<file path="src/logic/bank_close_regs.svh">
// Purpose: Register map, field positions and reset values of the bank close block
// Assumes: APB, 32-bit data, one register per aligned word
// Notes: Definitions only
`ifndef BANK_CLOSE_REGS_SVH
`define BANK_CLOSE_REGS_SVH

// Register byte offsets
`define BC_CFG_OFF 8'h00
`define BC_TIM_OFF 8'h04
`define BC_STAT_OFF 8'h08

// CFG fields
`define BC_CFG_NRTP 7:0
`define BC_CFG_NWR 15:8
`define BC_CFG_WL 23:16
`define BC_CFG_BL32 24

// TIM fields
`define BC_TIM_TRAS 7:0
`define BC_TIM_TRP 15:8
`define BC_TIM_TRPAB 23:16

// STAT fields
`define BC_STAT_OPEN 7:0
`define BC_STAT_BUSY 15:8
`define BC_STAT_APPEND 23:16

// Reset values, in clock cycles
`define BC_RST_NRTP 8'h08
`define BC_RST_NWR 8'h08
`define BC_RST_WL 8'h04
`define BC_RST_TRAS 8'h28
`define BC_RST_TRP 8'h12
`define BC_RST_TRPAB 8'h15

// Command field positions
`define BC_CA_FLAG 5
`define BC_CA_BANK 2:0

// Burst timing terms
`define BC_HALF_BL16 10'h008
`define BC_HALF_BL32 10'h010
`define BC_RD32_EXTRA 10'h008
`define BC_WR_EXTRA 10'h001
`define BC_ZERO10 10'h000

`endif

</file>
<file path="src/logic/bank_close_pkg.sv">
// Purpose: Types shared by the bank close block
// Assumes: Eight banks per channel
// Notes: Constants live in bank_close_regs.svh
`default_nettype none
package bank_close_pkg;

    typedef enum logic [2:0] {OP_NONE, OP_ACT, OP_RD, OP_WR, OP_MWR, OP_PRE} cmd_op_t;

    typedef struct packed {
        cmd_op_t op;
        logic [5:0] ca1;
        logic [5:0] ca2;
    } cmd_in_t;

    typedef struct packed {
        logic open;
        logic ap_pend;
        logic [9:0] ap_cnt;
        logic [7:0] ras_cnt;
        logic [7:0] rp_cnt;
    } bank_t;

    typedef struct packed {
        logic [7:0] nrtp;
        logic [7:0] nwr;
        logic [7:0] wl;
        logic bl32;
        logic [7:0] tras;
        logic [7:0] trp;
        logic [7:0] trpab;
    } cfg_t;

    typedef struct packed {
        cmd_in_t sync1;
        cmd_in_t sync2;
        cfg_t cfg;
        bank_t [7:0] bank;
        logic [7:0] close;
        logic [31:0] prdata;
    } state_t;

endpackage
`default_nettype wire

</file>
<file path="src/logic/bank_precharge_timing.sv">
// Purpose: Bank close timing of one DRAM channel: explicit and automatic close
// Assumes: Command pins change in step with pclk; they pass two flops first
// Notes: Counts are in pclk cycles, loaded from the CFG and TIM registers
`timescale 1ns/1ns
`default_nettype none
`include "bank_close_regs.svh"

module bank_precharge_timing (
    // APB
    input wire logic pclk,
    input wire logic presetn,
    input wire logic psel,
    input wire logic penable,
    input wire logic pwrite,
    input wire logic [7:0] paddr,
    input wire logic [31:0] pwdata,
    output logic [31:0] prdata,
    output logic pready,
    output logic pslverr,
    // Command pins from the memory controller
    input wire bank_close_pkg::cmd_in_t cmd_in,
    // Bank state
    output logic [7:0] bank_open,
    output logic [7:0] bank_close_start
);
    import bank_close_pkg::*;

    state_t q;
    state_t d;
    logic [7:0] busy;
    logic [7:0] ap_pend;
    logic wr_acc;
    logic mapped;

    ////////////////////////////////////////////////////////////////////////////
    // Status views

    always_comb begin
        for (int b = 0; b < 8; b++) begin
            // Recovery window still running, so an activate is not yet legal
            busy[b] = (q.bank[b].rp_cnt != 8'h00);
            ap_pend[b] = q.bank[b].ap_pend;
            bank_open[b] = q.bank[b].open;
        end
    end

    assign mapped = (paddr == `BC_CFG_OFF) || (paddr == `BC_TIM_OFF) || (paddr == `BC_STAT_OFF);
    assign wr_acc = psel && penable && pwrite;
    assign pready = 1'b1;
    assign pslverr = psel && penable && !mapped;
    assign prdata = q.prdata;
    assign bank_close_start = q.close;

    ////////////////////////////////////////////////////////////////////////////
    // Next state

    always_comb begin
        cmd_in_t c;
        logic hit;
        logic all_flag;
        logic [9:0] rd_delay;
        logic [9:0] wr_delay;
        c = q.sync2;
        hit = 1'b0;
        d = q;
        d.sync1 = cmd_in;
        d.sync2 = q.sync1;
        d.close = 8'h00;
        all_flag = c.ca1[`BC_CA_FLAG];
        // Read delay: tRTP, plus eight cycles when bursts are 32 long
        rd_delay = {2'b00, q.cfg.nrtp} + (q.cfg.bl32 ? `BC_RD32_EXTRA : `BC_ZERO10);
        // Burst ends at WL+BL/2; BL is 16 or 32, so that is a prefetch boundary
        wr_delay = {2'b00, q.cfg.wl} + (q.cfg.bl32 ? `BC_HALF_BL32 : `BC_HALF_BL16)
            + `BC_WR_EXTRA + {2'b00, q.cfg.nwr};

        for (int b = 0; b < 8; b++) begin
            hit = (c.ca2[`BC_CA_BANK] == 3'(b));
            if (q.bank[b].ras_cnt != 8'h00) begin
                d.bank[b].ras_cnt = q.bank[b].ras_cnt - 8'h01;
            end
            if (q.bank[b].rp_cnt != 8'h00) begin
                d.bank[b].rp_cnt = q.bank[b].rp_cnt - 8'h01;
            end
            if (q.bank[b].ap_pend && q.bank[b].ap_cnt != `BC_ZERO10) begin
                d.bank[b].ap_cnt = q.bank[b].ap_cnt - 10'h001;
            end
            // RAS lockout: the automatic close waits for tRAS as well
            if (q.bank[b].ap_pend && q.bank[b].ap_cnt == `BC_ZERO10 && q.bank[b].ras_cnt == 8'h00) begin
                d.bank[b].open = 1'b0;
                d.bank[b].ap_pend = 1'b0;
                d.bank[b].rp_cnt = q.cfg.trp;
                d.close[b] = 1'b1;
            end
            unique case (c.op)
                OP_NONE: begin
                end
                OP_ACT: begin
                    if (hit) begin
                        d.bank[b].open = 1'b1;
                        d.bank[b].ap_pend = 1'b0;
                        d.bank[b].ras_cnt = q.cfg.tras;
                    end
                end
                OP_RD: begin
                    // Flag low: plain burst, the bank stays open
                    if (hit && q.bank[b].open && all_flag && !q.bank[b].ap_pend) begin
                        d.bank[b].ap_pend = 1'b1;
                        d.bank[b].ap_cnt = rd_delay;
                    end
                end
                OP_WR, OP_MWR: begin
                    if (hit && q.bank[b].open && all_flag && !q.bank[b].ap_pend) begin
                        d.bank[b].ap_pend = 1'b1;
                        d.bank[b].ap_cnt = wr_delay;
                    end
                end
                OP_PRE: begin
                    // Idle banks are left alone; their recovery stays as it was
                    if ((all_flag || hit) && q.bank[b].open) begin
                        d.bank[b].open = 1'b0;
                        d.bank[b].ap_pend = 1'b0;
                        d.bank[b].rp_cnt = all_flag ? q.cfg.trpab : q.cfg.trp;
                        d.close[b] = 1'b1;
                    end
                end
                default: begin
                end
            endcase
        end

        // Read data is latched in the setup phase so pready can stay high
        if (psel && !penable) begin
            d.prdata = 32'h0000_0000;
            if (paddr == `BC_CFG_OFF) begin
                d.prdata[`BC_CFG_NRTP] = q.cfg.nrtp;
                d.prdata[`BC_CFG_NWR] = q.cfg.nwr;
                d.prdata[`BC_CFG_WL] = q.cfg.wl;
                d.prdata[`BC_CFG_BL32] = q.cfg.bl32;
            end else if (paddr == `BC_TIM_OFF) begin
                d.prdata[`BC_TIM_TRAS] = q.cfg.tras;
                d.prdata[`BC_TIM_TRP] = q.cfg.trp;
                d.prdata[`BC_TIM_TRPAB] = q.cfg.trpab;
            end else if (paddr == `BC_STAT_OFF) begin
                d.prdata[`BC_STAT_OPEN] = bank_open;
                d.prdata[`BC_STAT_BUSY] = busy;
                d.prdata[`BC_STAT_APPEND] = ap_pend;
            end
        end
        if (wr_acc && paddr == `BC_CFG_OFF) begin
            d.cfg.nrtp = pwdata[`BC_CFG_NRTP];
            d.cfg.nwr = pwdata[`BC_CFG_NWR];
            d.cfg.wl = pwdata[`BC_CFG_WL];
            d.cfg.bl32 = pwdata[`BC_CFG_BL32];
        end
        if (wr_acc && paddr == `BC_TIM_OFF) begin
            d.cfg.tras = pwdata[`BC_TIM_TRAS];
            d.cfg.trp = pwdata[`BC_TIM_TRP];
            d.cfg.trpab = pwdata[`BC_TIM_TRPAB];
        end
    end

    always_ff @(posedge pclk or negedge presetn) begin
        if (!presetn) begin
            q <= '0;
            q.cfg.nrtp <= `BC_RST_NRTP;
            q.cfg.nwr <= `BC_RST_NWR;
            q.cfg.wl <= `BC_RST_WL;
            q.cfg.tras <= `BC_RST_TRAS;
            q.cfg.trp <= `BC_RST_TRP;
            q.cfg.trpab <= `BC_RST_TRPAB;
        end else begin
            q <= d;
        end
    end
endmodule // bank_precharge_timing
`default_nettype wire

</file>
<file path="config.mk">
export PLATFORM = sky130hd
export DESIGN_NAME = bank_precharge_timing
export DESIGN_NICKNAME = d
export VERILOG_FILES = /design/src/logic/bank_close_pkg.sv /design/src/logic/bank_precharge_timing.sv
export VERILOG_INCLUDE_DIRS = /design/src /design/src/logic
export SDC_FILE = /design/constraint.sdc
export NUM_CORES = 1
export LEC_CHECK = 0
export BUFFER_PORTS_ARGS = -buffer_cell sky130_fd_sc_hd__buf_2
export CAP_MARGIN = 10
export CORE_ASPECT_RATIO = 1.75
export CORE_MARGIN = 2
export CORE_UTILIZATION = 45
export DETAILED_ROUTE_END_ITERATION = 16
export MAX_ROUTING_LAYER = met4
export PLACE_DENSITY = 0.68
export SETUP_SLACK_MARGIN = 0.1
export SKIP_LAST_GASP = 1
export SYNTH_ARGS = -nofsm -noshare
export SYNTH_HDL_FRONTEND = slang
export SYNTH_SLANG_ARGS = --single-unit
</file>
<file path="constraint.sdc">
create_clock -name pclk -period 6.7 [get_ports pclk]
set_input_delay 0.335 -clock pclk [delete_from_list [all_inputs] [get_ports pclk]]
set_output_delay 0.335 -clock pclk [all_outputs]
set_load 0.1 [all_outputs]
</file>
Yosys cells after proc, flatten, opt, wreduce, memory -nomap -nowiden
Index checks and enable logic that the tools add are counted.
Storage, ports and cells
  logic and storage cells: 381
  output and inout bits: 50
  register bits: 330
Cells by class
  multiplexer cells: 159
  $add $sub $neg: 28
  equality and inequality tests: 14
  reductions and logical operators: 125
Operators with widths (number)
  8-bit two-way mux: 57
  11-bit two-way mux: 16
  10-bit one-hot mux with 2 select lines: 8
  8-bit nonzero test: 16
  8-bit by 1-bit subtractor with 8-bit output, second input constant: 16
  10-bit logical NOT: 8
  10-bit two-way mux: 8
  10-bit nonzero test: 8
  10-bit by 1-bit subtractor with 10-bit output, second input constant: 8
  8-bit logical NOT: 9
  24-bit two-way mux: 3
  1-bit logical AND: 62
  2-bit two-way mux: 24
  1-bit one-hot mux with 4 select lines: 8
  1-bit two-way mux: 25
  3-bit == test, second input constant: 6
  1-bit one-hot mux with 2 select lines: 8
  3-bit by 2-bit == test with 1-bit output, second input constant: 4
  10-bit by 8-bit adder with 10-bit output: 1
  9-bit by 1-bit adder with 10-bit output, second input constant: 1
  1-bit logical NOT: 10
  1-bit logical OR: 10
  8-bit by 4-bit adder with 9-bit output: 1
  8-bit by 5-bit adder with 9-bit output: 1
  7 further kinds: 8

Logic depth before layout (Yosys ltp)
Gate-level depths: netlist (run 1).
  depth after elaboration: 6
  gate-level depth with buffers: 11
  depth with buffers taken out: 11

Worst setup path after synthesis (run 1)
Ideal clock, no wire load.
  path type: input to output
  from: input port paddr[3]
  to: output port pslverr
  stages on the path: 4
  arrival: 2.316 ns
  path buffers: 2
  required time: 6.365 ns
  slack: 4.049 ns
  cells stage by stage: clkbuf_1 buf_1 a21oi_1 nor2_1
Between the ends
  word-level cells in the longest chain between the ends: 5
  elaborated cells between the ends (all ways): 7
  those cells by class: eq/ne: 2; reduce/logical: 5
RTL lines
  start, declared: RTL line bank_precharge_timing.sv:15  | input wire logic [7:0] paddr,
  8-bit by 3-bit == test with 1-bit output (no line) / 8-bit logical NOT (equally long branches)
  1-bit logical OR: RTL line bank_precharge_timing.sv:47  | assign mapped = (paddr == `BC_CFG_OFF) || (paddr == `BC_TIM_OFF) || (paddr == `BC_STAT_OFF);
  1-bit logical OR *: RTL line bank_precharge_timing.sv:47
  1-bit logical NOT *: RTL line bank_precharge_timing.sv:50  | assign pslverr = psel && penable && !mapped;
  1-bit logical AND *: RTL line bank_precharge_timing.sv:50
  end, declared: RTL line bank_precharge_timing.sv:19  | output logic pslverr,
Every way passes the cells marked *; elsewhere a longest branch is shown, timed or not.

==> results of run 1 <==
==> sequential cells by signal (all words and copies together) (netlist names) <==
signal	count
ap_pend	8
bank_close_start	8
bank_open	8
d	7
prdata	25
q	264
==> power groups by stage <==
| stage | Sequential [mW] | Combinational, mW | Clock [mW] |
|---|---|---|---|
| 2_1_floorplan | 3.09 | 2.33 | 0 |
| 3_3_place_gp | 3.29 | 2.66 | 0 |
| 3_5_place_dp | 3.32 | 2.77 | 0 |
| 4_1_cts | 3.29 | 2.80 | 1.86 |
| 5_1_grt | 3.40 | 3.16 | 1.94 |
| 6_report | 3.32 | 2.80 | 1.83 |
==> cells in the mapped netlist (all sizes together), types with 4 or more instances <==
library cell,number,area [sq um]
buf,56,405.4
nand3,61,305.3
nor3b,9,67.56
o21ai,103,515.5
and3,13,81.33
nor3,108,550.5
a211oi,17,132.6
nor2b,14,87.58
o31ai,5,37.54
nand2,167,626.9
a31oi,14,87.58
o22ai,74,462.9
dfrtp,310,7757
nand4b,4,35.03
nor4,30,215.2
dfstp,10,262.8
clkbuf,71,266.5
xnor2,107,937.2
o211ai,15,112.6
inv,71,266.5
a21o,6,45.04
mux2i,72,720.7
nand4,9,56.30
a22oi,10,75.07
a22o,20,175.2
a21oi,110,554.3
nand2b,13,81.33
or4,19,150.1
nor2,155,581.8
or3,12,75.07
mux2,59,664.4
nor4b,16,197.7
ha,50,625.6
xor2,38,332.8
==> cell usage in the layout, fill, tap and decap left out, types with 27 or more instances in the layout <==
| master | netlist | layout |
|---|---|---|
| clkbuf_16 | 0 | 31 |
| nor4_1 | 27 | 27 |
| mux2_2 | 59 | 59 |
| mux2i_1 | 72 | 72 |
| xor2_1 | 38 | 38 |
| dfrtp_1 | 310 | 310 |
| buf_2 | 3 | 85 |
| nand3_1 | 61 | 61 |
| a21oi_1 | 109 | 109 |
| nor2_1 | 155 | 154 |
| o21ai_0 | 103 | 103 |
| nand2_1 | 167 | 167 |
| inv_1 | 71 | 71 |
| xnor2_1 | 107 | 107 |
| o22ai_1 | 74 | 74 |
| ha_1 | 50 | 50 |
| nor3_1 | 106 | 106 |
==> layout make-up <==
class	instances	area (sq um)
clock buffers	45	868.3
clock inverters	13	175.2
fillers	3547	19550
inverters	71	266.5
multi-input cells	1376	8994
flip-flops and latches	320	8020
well taps	490	613.1
repair buffers	126	793.3
==> logic make-up after synthesis <==
logic type | synth area share, %
xor gates and xnor gates | 7.087
buffers and inverters | 5.236
AOI/OAI and AO/OA | 13.15
DFF | 44.75
adders and majority gates | 3.826
other | 0.04191
and+or+nand+nor | 18.17
muxes | 7.729
==> through the flow <==
stage / area, sq um / cells
floorplan: 17940 / 1894
finish: 19730 / 2441
detailed placement: 18530 / 2367
global placement: 18530 / 2367
CTS: 19730 / 2441
global route: 19730 / 2441
==> routing by layer <==
| metal | share of wire [%] | up-vias | track usage [%] |
|---|---|---|---|
| li1 | - | 6771 | - |
| met1 | 37 | 7108 | 28.27 |
| met2 | 51 | 508 | 44.82 |
| met3 | 5.1 | 172 | 2.371 |
| met4 | 7.5 | 0 | 17.07 |
| met5 | 0 | - | - |
==> final timing paths <==
kind	from	end	cells past startpoint
hold reg to reg	d[314]$_DFF_PN0_	q[314]$_DFF_PN0_	0
min in group asynchronous	presetn	q[214]$_DFF_PN0_	2
setup / recovery	q[288]$_DFFE_PN0P_	q[119]$_DFF_PN0_	9
hold / removal	pwdata[9]	q[273]$_DFFE_PN1P_	2
max in group asynchronous	presetn	q[183]$_DFF_PN0_	3
setup reg to reg	q[288]$_DFFE_PN0P_	q[119]$_DFF_PN0_	9
==> reports/qor.yml, run 1 <==
fin_crit_sh_pct: 49.13
arrival_ps: 3710
die_area_sq_mm: 0.04150
ys_types: 70
hp-class: "in2reg"
p_int_mw: 4.899
ys_seq_elements: 320
p_leak_nw: 8.756
synth-seq-area-share_pct: 44.75
grt.total_usage_pct: 25.84
die_h_um: 268.0
clk_latency_ps: 590
slew_headroom_pct: 17.00
routed_via_density: 5.964
total_power_mw: 7.948
power_frac_clock_pct: 23.0
power_density_mw_per_mm2: 402.9
fp-row-count: 96
cts_setup_buffers: 0
drcViolationCount: 0
drt_wl_total_mm: 51.92
nets: 2039
cts_tree: "done"
synth_ff_type: "dfrtp_1"
tightest_slew_ps: 1240
tns_ps: 0
grt_max_degree: 164
holdBufCountCts: 16
holdWs_ps: 13.20
worst-path-buf-inv: 1
critPathRequiredTime_ps: 7120
max_freq_mhz: 303.8
pwr-share-seq_pct: 41.7
cts.sinks: 320
io_pins: 110
cts-root-buf: "clkbuf_16"
h-tree-depth: 1
drive_gt1_share_pct: 12.92
port_buffers: 86
wl_per_cell_um: 21.27
syn2layout_area_growth_pct: 10.10
setup-violations-final: 0
postRouteAntennaNets: 0
ys_warn_count: 0
pre_cts_ws_ps: 3460
synth_edf_count: 0
critical-path-top-delay-family: "compound AO/OA/AOI/OAI gates"
cts_resized: 0
start_kind: "flop"
gr-total-overflow: 0
diodes: 0
postSynthCellCount: 1888
gp_congestion: 0.9455
drt_first_iter_violations: 1068
numCtsBuffers: 31
final_max_slew_viol_count: 0
cpMostUsedCell: "a21oi_1"
grt_antenna_before_repair: 0
crit_fanout: 8
hold_viol: 0
finClkSkew_ps: 17.43
coreArea_sq_mm: 0.03928
slowest_stage: "a22oi_1"
worst-setup-path-type: "reg2reg"
min_period_ps: 3291
rsz0062_at_grt: "false"
vias: 14560
grt_pass1_vias: 14860
p_switching_mw: 3.050
grt_pass1_wl_mm: 81.29
outcome: "finished clean"
fin_ws_ps: 3409
synth_area_sq_mm: 0.01792
pwr-share-comb_pct: 35.2
drv_cap: 0
die_x_um: 154.9
avgSynthCellArea_sq_um: 9.492
critPathMaxStageDelay_ps: 810
initial_core_util_pct: 45.63
clk_pin_slew_ps: 70
r2r_slack_ps: 3410
clock_path_buffers: 3
async_reset_ff_share_pct: 100.0
peakVddDrop_mv: 0.2172
path_cells: "inv_1, fa_1, ha_1, a21oi_1, o21ai_0, a21oi_1, xnor2_1, a22oi_1, o22ai_1"
cp-end-kind: "flop"
final_util_pct: 50.23
place_hpwl_mm: 37.39
drtPass1Iterations: 5
p_sw_share_pct: 38.37
No activity file was read; power rests on OpenSTA's default activity.
==> run 2: changes to the inputs <==
Clock period 6.7 ns to 3.1 ns, I/O delays scaled along.
==> reports/qor.yml, run 2 (synthesis results as in run 1) <==
n_fill_cell: 3507  # was 3547
fin_crit_sh_pct: 89.16  # was 49.13%
clock_path_buffers: 3  # unchanged
post-place-cells: 2416  # was 2367
syn2layout_area_growth_pct: 13.46  # was 10.10%
vias: 14910  # was 14560
die_x_um: 154.9  # unchanged
gp_congestion: 0.9411  # was 0.9455
path_cells: "inv_1, fa_1, ha_1, a21oi_1, o21ai_0, a21oi_1, xnor2_1, a22oi_1, buf_4, o22ai_1"  # was inv_1, fa_1, ha_1, a21oi_1, o21ai_0, a21oi_1, xnor2_1, a22oi_1, o22ai_1
post_dp_cell_area_sq_mm: 0.01890  # was 0.01853 sq mm
p_leak_nw: 9.110  # was 8.756 nW
grt_max_degree: 84  # was 164
rsz0062_at_grt: "false"  # unchanged
cts_resized: 0  # unchanged
p_int_mw: 10.84  # was 4.899 mW
drt_wl_total_mm: 53.49  # was 51.92 mm
cts-root-buf: "clkbuf_16"  # unchanged
drcViolationCount: 0  # unchanged
fp-row-count: 96  # unchanged
setup-violations-final: 0  # unchanged
nets: 2105  # was 2039
drtPass1Iterations: 5  # unchanged
grt_pass1_vias: 15230  # was 14860
hold_viol: 0  # unchanged
cp-end-kind: "flop"  # unchanged
cts.sinks: 320  # unchanged
io_pins: 110  # unchanged
routed_via_density: 5.949  # was 5.964
coreArea_sq_mm: 0.03928  # unchanged
grt.total_usage_pct: 26.67  # was 25.84%
power_density_mw_per_mm2: 859.3  # was 402.9 mW/mm^2
gr-total-overflow: 0  # unchanged
drv_cap: 0  # unchanged
arrival_ps: 3250  # was 3710 ps
critical-path-top-delay-family: "adder cells"  # was compound AO/OA/AOI/OAI gates
peakVddDrop_mv: 0.5215  # was 0.2172 mV
p_sw_share_pct: 37.98  # was 38.37%
final_max_slew_viol_count: 0  # unchanged
cpMostUsedCell: "a21oi_1"  # unchanged
drive_gt1_share_pct: 15.08  # was 12.92%
routed.top_layer: "met4"  # unchanged
mostFrequentLayoutCells: "310 x dfrtp_1, 167 x nand2_1, 154 x nor2_1"  # unchanged
postRouteAntennaNets: 0  # unchanged
port_buffers: 86  # unchanged
fin_cells: 2506  # was 2441
cts_tree: "done"  # unchanged
initial_core_util_pct: 45.63  # unchanged
wl_per_cell_um: 21.35  # was 21.27 um
die_area_sq_mm: 0.04150  # unchanged
slew_headroom_pct: 23.51  # was 17.00%
pwr-share-seq_pct: 40.9  # was 41.7%
wl_met2_mm: 27.70  # was 26.23 mm
slowest_stage: "dfrtp_1"  # was a22oi_1
min_period_ps: 2764  # was 3291 ps
critPathRequiredTime_ps: 3580  # was 7120 ps
top_register: "q"  # unchanged
finClkSkew_ps: 14.77  # was 17.43 ps
worst-path-buf-inv: 2  # was 1
reg2reg_depth: 10  # was 9
layout_commonest_cell: "dfrtp_1"  # unchanged
diodes: 0  # unchanged
cts_setup_buffers: 0  # unchanged
clk_pin_slew_ps: 70  # about the same
largest_reg_flops: 264  # unchanged
tightest_slew_ps: 1143  # was 1240 ps
max_freq_mhz: 361.8  # was 303.8 MHz
place_hpwl_mm: 39.18  # was 37.39 mm
grt_pass1_wl_mm: 83.23  # was 81.29 mm
clk_latency_ps: 580  # was 590 ps
tns_ps: 0  # unchanged
outcome: "finished clean"  # unchanged
numCtsBuffers: 30  # was 31
wl_met1_mm: 19.38  # was 19.16 mm
pwr-share-comb_pct: 35.5  # was 35.2%
power_frac_clock_pct: 23.7  # was 23.0%
wl_met3_mm: 2.594  # was 2.638 mm
grt_antenna_before_repair: 0  # unchanged
worst-setup-path-type: "reg2reg"  # unchanged
hp-class: "in2async"  # was in2reg
stdcell_area_sq_mm: 0.02033  # was 0.01973 sq mm
h-tree-depth: 1  # unchanged
start_kind: "flop"  # unchanged
path_depth: 10  # was 9
p_switching_mw: 6.637  # was 3.050 mW
die_h_um: 268.0  # unchanged
final_util_pct: 51.77  # was 50.23%
r2r_slack_ps: 340  # was 3410 ps
critPathMaxStageDelay_ps: 500  # was 810 ps
drt_first_iter_violations: 968  # was 1068
crit_fanout: 8  # unchanged
run 2: changes by cell type in the layout (fill, tap and decap cells not counted):
cell | previous run | this run
clkinv_2 | 6 | 7
buf_4 | 23 | 72
dlygate4sd3_1 | 16 | 33
a311oi_2 | 1 | 0
clkbuf_8 | 4 | 5
a311oi_1 | 1 | 2
buf_12 | 1 | 2
clkbuf_1 | 10 | 5
bufinv_16 | 4 | 6
inv_6 | 1 | 0
run 2: cell type report:
type                    instances  area [sq um]  share of cell area, %
well taps                     490         613.1                  3.015
clock buffers                  41         863.3                  4.246
inverters                      71         266.5                  1.311
clock inverters                15         231.5                  1.138
repair buffers                193          1351                  6.646
flip-flops and latches        320          8020                  39.44
multi-input cells            1376          8987                  44.20
run 2: power by group through the flow:
| stage | clock [mW] | combinational [mW] | sequential (mW) |
|---|---|---|---|
| final | 4.13 | 6.20 | 7.14 |
| after global routing | 4.34 | 6.99 | 7.32 |
| after CTS | 4.19 | 6.20 | 7.10 |
| after detailed placement | 0 | 6.10 | 7.16 |
| after global placement | 0 | 5.88 | 7.09 |
| after floorplan | 0 | 5.03 | 6.68 |
run 2: repair_timing:
action,4_1_cts,5_1_grt
hold endpoints to repair,131,0
hold buffers,33,0
setup endpoints to repair,0,0
run 2: routing by layer:
layer	vias to the layer above	global-route usage, %
li1	6891	-
met2	520	47.32
met4	0	16.92
met1	7339	28.47
met3	157	2.612
met5	-	-
run 2: final timing paths:
kind | startpoint | to
min in group pclk | psel | prdata[10]$_DFFE_PN0P_
worst max register to register | q[288]$_DFFE_PN0P_ | q[175]$_DFF_PN0_
worst min register to register | d[314]$_DFF_PN0_ | q[314]$_DFF_PN0_
worst max-delay path | q[288]$_DFFE_PN0P_ | q[175]$_DFF_PN0_
worst min-delay path | presetn | q[155]$_DFF_PN0_
max in group asynchronous | presetn | q[285]$_DFFE_PN1P_
run 2: stage by stage:
stage	setup slack, ps	hold slack (ps)	power, mW
final	336.0	172.9	17.47
after detailed placement	350.1	210.1	13.26
after global routing	187.2	211.0	18.65
after global placement	451.3	213.6	12.97
after CTS	361.5	172.5	17.49
after floorplan	557.1	-140.6	11.72
==> run 3: changes to the inputs <==
Settings changed: ABC_AREA from default to 1.
==> reports/qor.yml, run 3 <==
layout_commonest_cell: "nand2_1"  # was dfrtp_1
drcViolationCount: 0  # unchanged
fin_crit_sh_pct: 87.44  # was 89.16%
grt_pass1_vias: 17050  # was 15230
nets: 2817  # was 2105
total_power_mw: 18.46  # was 17.47 mW
coreArea_sq_mm: 0.04242  # was 0.03928 sq mm
hp-class: "in2reg"  # was in2async
async_reset_ff_share_pct: 100.0  # unchanged
start_kind: "flop"  # unchanged
wl_met2_mm: 30.75  # was 27.70 mm
slew_headroom_pct: 26.86  # was 23.51%
arrival_ps: 3220  # was 3250 ps
cts.sinks: 320  # unchanged
grt_antenna_before_repair: 0  # unchanged
gr-total-overflow: 0  # unchanged
cts-root-buf: "clkbuf_16"  # unchanged
rsz0062_at_grt: "false"  # unchanged
synthTopCellsByCount: "627 x nand2_1, 359 x nor2_1, 322 x inv_1"  # was 310 x dfrtp_1, 167 x nand2_1, 155 x nor2_1
fp-row-count: 100  # was 96
drive_gt1_share_pct: 8.401  # was 15.08%
drt_wl_total_mm: 59.68  # was 53.49 mm
holdWs_ps: 103.1  # was 172.9 ps
die_x_um: 160.3  # was 154.9 um
synth-seq-area-share_pct: 41.69  # was 44.75%
gp_congestion: 0.9352  # was 0.9411
yosysTopAreaCellShare_pct: 40.32  # was 43.29%
peakVddDrop_mv: 0.6611  # was 0.5215 mV
ys_types: 50  # was 70
power_density_mw_per_mm2: 855.7  # was 859.3 mW/mm^2
synth_area_sq_mm: 0.01924  # was 0.01792 sq mm
syn2layout_area_growth_pct: 12.12  # was 13.46%
numCtsBuffers: 30  # unchanged
wl_per_cell_um: 18.16  # was 21.35 um
crit_fanout: 7  # was 8
die_area_sq_mm: 0.04449  # was 0.04150 sq mm
reg2reg_depth: 13  # was 10
drt_first_iter_violations: 1302  # was 968
synthTopCellsByArea: "dfrtp_1 40%, nand2_1 12%, nor2_1 7.0%"  # was dfrtp_1 43%, xnor2_1 5.2%, mux2i_1 4.0%
critPathRequiredTime_ps: 3610  # was 3580 ps
place_hpwl_mm: 44.40  # was 39.18 mm
finClkSkew_ps: 20.92  # was 14.77 ps
die_h_um: 277.5  # was 268.0 um
worst-setup-path-type: "reg2reg"  # unchanged
tightest_slew_ps: 1092  # was 1143 ps
postRouteAntennaNets: 0  # unchanged
clk_latency_ps: 590  # was 580 ps
whs_path_depth: 5
cts_resized: 0  # unchanged
cts_tree: "done"  # unchanged
hold_viol: 0  # unchanged
grt_pass1_wl_mm: 92.42  # was 83.23 mm
postSynthCellCount: 2610  # was 1888
port_buffers: 86  # unchanged
tns_ps: 0  # unchanged
min_period_ps: 2711  # was 2764 ps
drv_cap: 0  # unchanged
post_dp_cell_area_sq_mm: 0.02010  # was 0.01890 sq mm
clk_pin_slew_ps: 70  # about the same
mostFrequentLayoutCells: "627 x nand2_1, 358 x nor2_1, 322 x inv_1"  # was 310 x dfrtp_1, 167 x nand2_1, 154 x nor2_1
h-tree-depth: 1  # unchanged
setup-violations-final: 0  # unchanged
largest_reg_flops: 264  # unchanged
p_leak_nw: 10.52  # was 9.110 nW
stdcell_area_sq_mm: 0.02157  # was 0.02033 sq mm
routed.top_layer: "met4"  # unchanged
routed_via_density: 5.363  # was 5.949
io_pins: 110  # unchanged
top_register: "q"  # unchanged
wl_met3_mm: 2.878  # was 2.594 mm
synth_ff_type: "dfrtp_1"  # unchanged
outcome: "finished clean"  # unchanged
ys_warn_count: 0  # unchanged
synth.most_common_cell: "nand2_1"  # was dfrtp_1
initial_core_util_pct: 45.36  # was 45.63%
max_freq_mhz: 368.9  # was 361.8 MHz
drtPass1Iterations: 7  # was 5
clock_path_buffers: 3  # unchanged
ys_seq_elements: 320  # unchanged
final_max_slew_viol_count: 0  # unchanged
diodes: 0  # unchanged
cp-end-kind: "flop"  # unchanged
grt.total_usage_pct: 27.33  # was 26.67%
wl_met1_mm: 21.83  # was 19.38 mm
vias: 17630  # was 14910
synth_edf_count: 0  # unchanged
avgSynthCellArea_sq_um: 7.372  # was 9.492 sq um
yosys.area.top_type: "dfrtp_1"  # unchanged
grt_max_degree: 103  # was 84
==> run 3: cells by family (layout without fill, tap and decap cells) <==
logic type / count (synthesis) / in the layout / share of synthesized area [%]
AO/OA/AOI/OAI: 409 / 409 / 11.95
buffers and inverters: 438 / 548 / 9.768
XOR/XNOR: 126 / 126 / 5.736
AND/OR/NAND/NOR: 1262 / 1262 / 27.26
other: 2 / 8 / 0.03903
adder cells (fa/ha/maj): 53 / 53 / 3.564
flip-flops: 320 / 320 / 41.69
==> run 3: path summary, 6_finish.rpt <==
path / from / endpoint / slack, ps
worst min-delay path: paddr[0] / prdata[24]$_DFFE_PN0P_ / 100
worst max-delay path: q[288]$_DFFE_PN0P_ / q[118]$_DFF_PN0_ / 390
max in group asynchronous: presetn / q[50]$_DFF_PN0_ / 1950
min in group asynchronous: presetn / q[124]$_DFF_PN0_ / 220
worst max register to register: q[288]$_DFFE_PN0P_ / q[118]$_DFF_PN0_ / 390
worst min register to register: d[313]$_DFF_PN0_ / q[313]$_DFF_PN0_ / 350
==> run 3: report_power, final <==
group / internal [mW] / total, mW / switching (mW)
sequential: 5.67 / 6.96 / 1.29
clock: 2.54 / 4.22 / 1.68
combinational: 2.75 / 7.28 / 4.52
==> run 3: area by class of cell <==
cell class / count / area (sq um)
inverter: 334 / 1254
clock inverter: 15 / 286.5
sequential: 320 / 8020
tap: 561 / 701.9
timing repair buffer: 160 / 1109
fill: 4047 / 20840
multi-input combinational: 1858 / 9375
clock buffer: 39 / 825.8
==> run 3: per-stage QoR <==
step	util, %	instances	setup WS (ps)
2_1_floorplan	-	2616	857.7
3_3_place_gp	47.39	3197	519.1
3_5_place_dp	47.39	3197	455.3
4_1_cts	50.84	3286	397.1
5_1_grt	50.86	3287	208.6
6_report	50.86	3287	389.5
==> run 3: critical path, cell delays in order (launching register included) <==
cell and delay [ps]:
dfrtp_1 440, inv_1 100, fa_1 490, ha_1 360, nand2_1 80, inv_1 70
nand3_1 90, nand3_1 100, nand2_1 70, nand2_1 60, nand2_1 50, o21ai_1 460
nand2_1 150, nand2_1 110
==> run 3: layer usage <==
layer / GRT usage, % / up-vias
met5: - / -
met1: 29.16 / 8323
met3: 2.318 / 192
li1: - / 8495
met4: 16.68 / 0
met2: 48.91 / 619
==> run 3: repair_timing <==
item                                   CTS  global route
endpoints found under the hold margin  150             0
buffers inserted                         0             0
hold buffers                            35             0
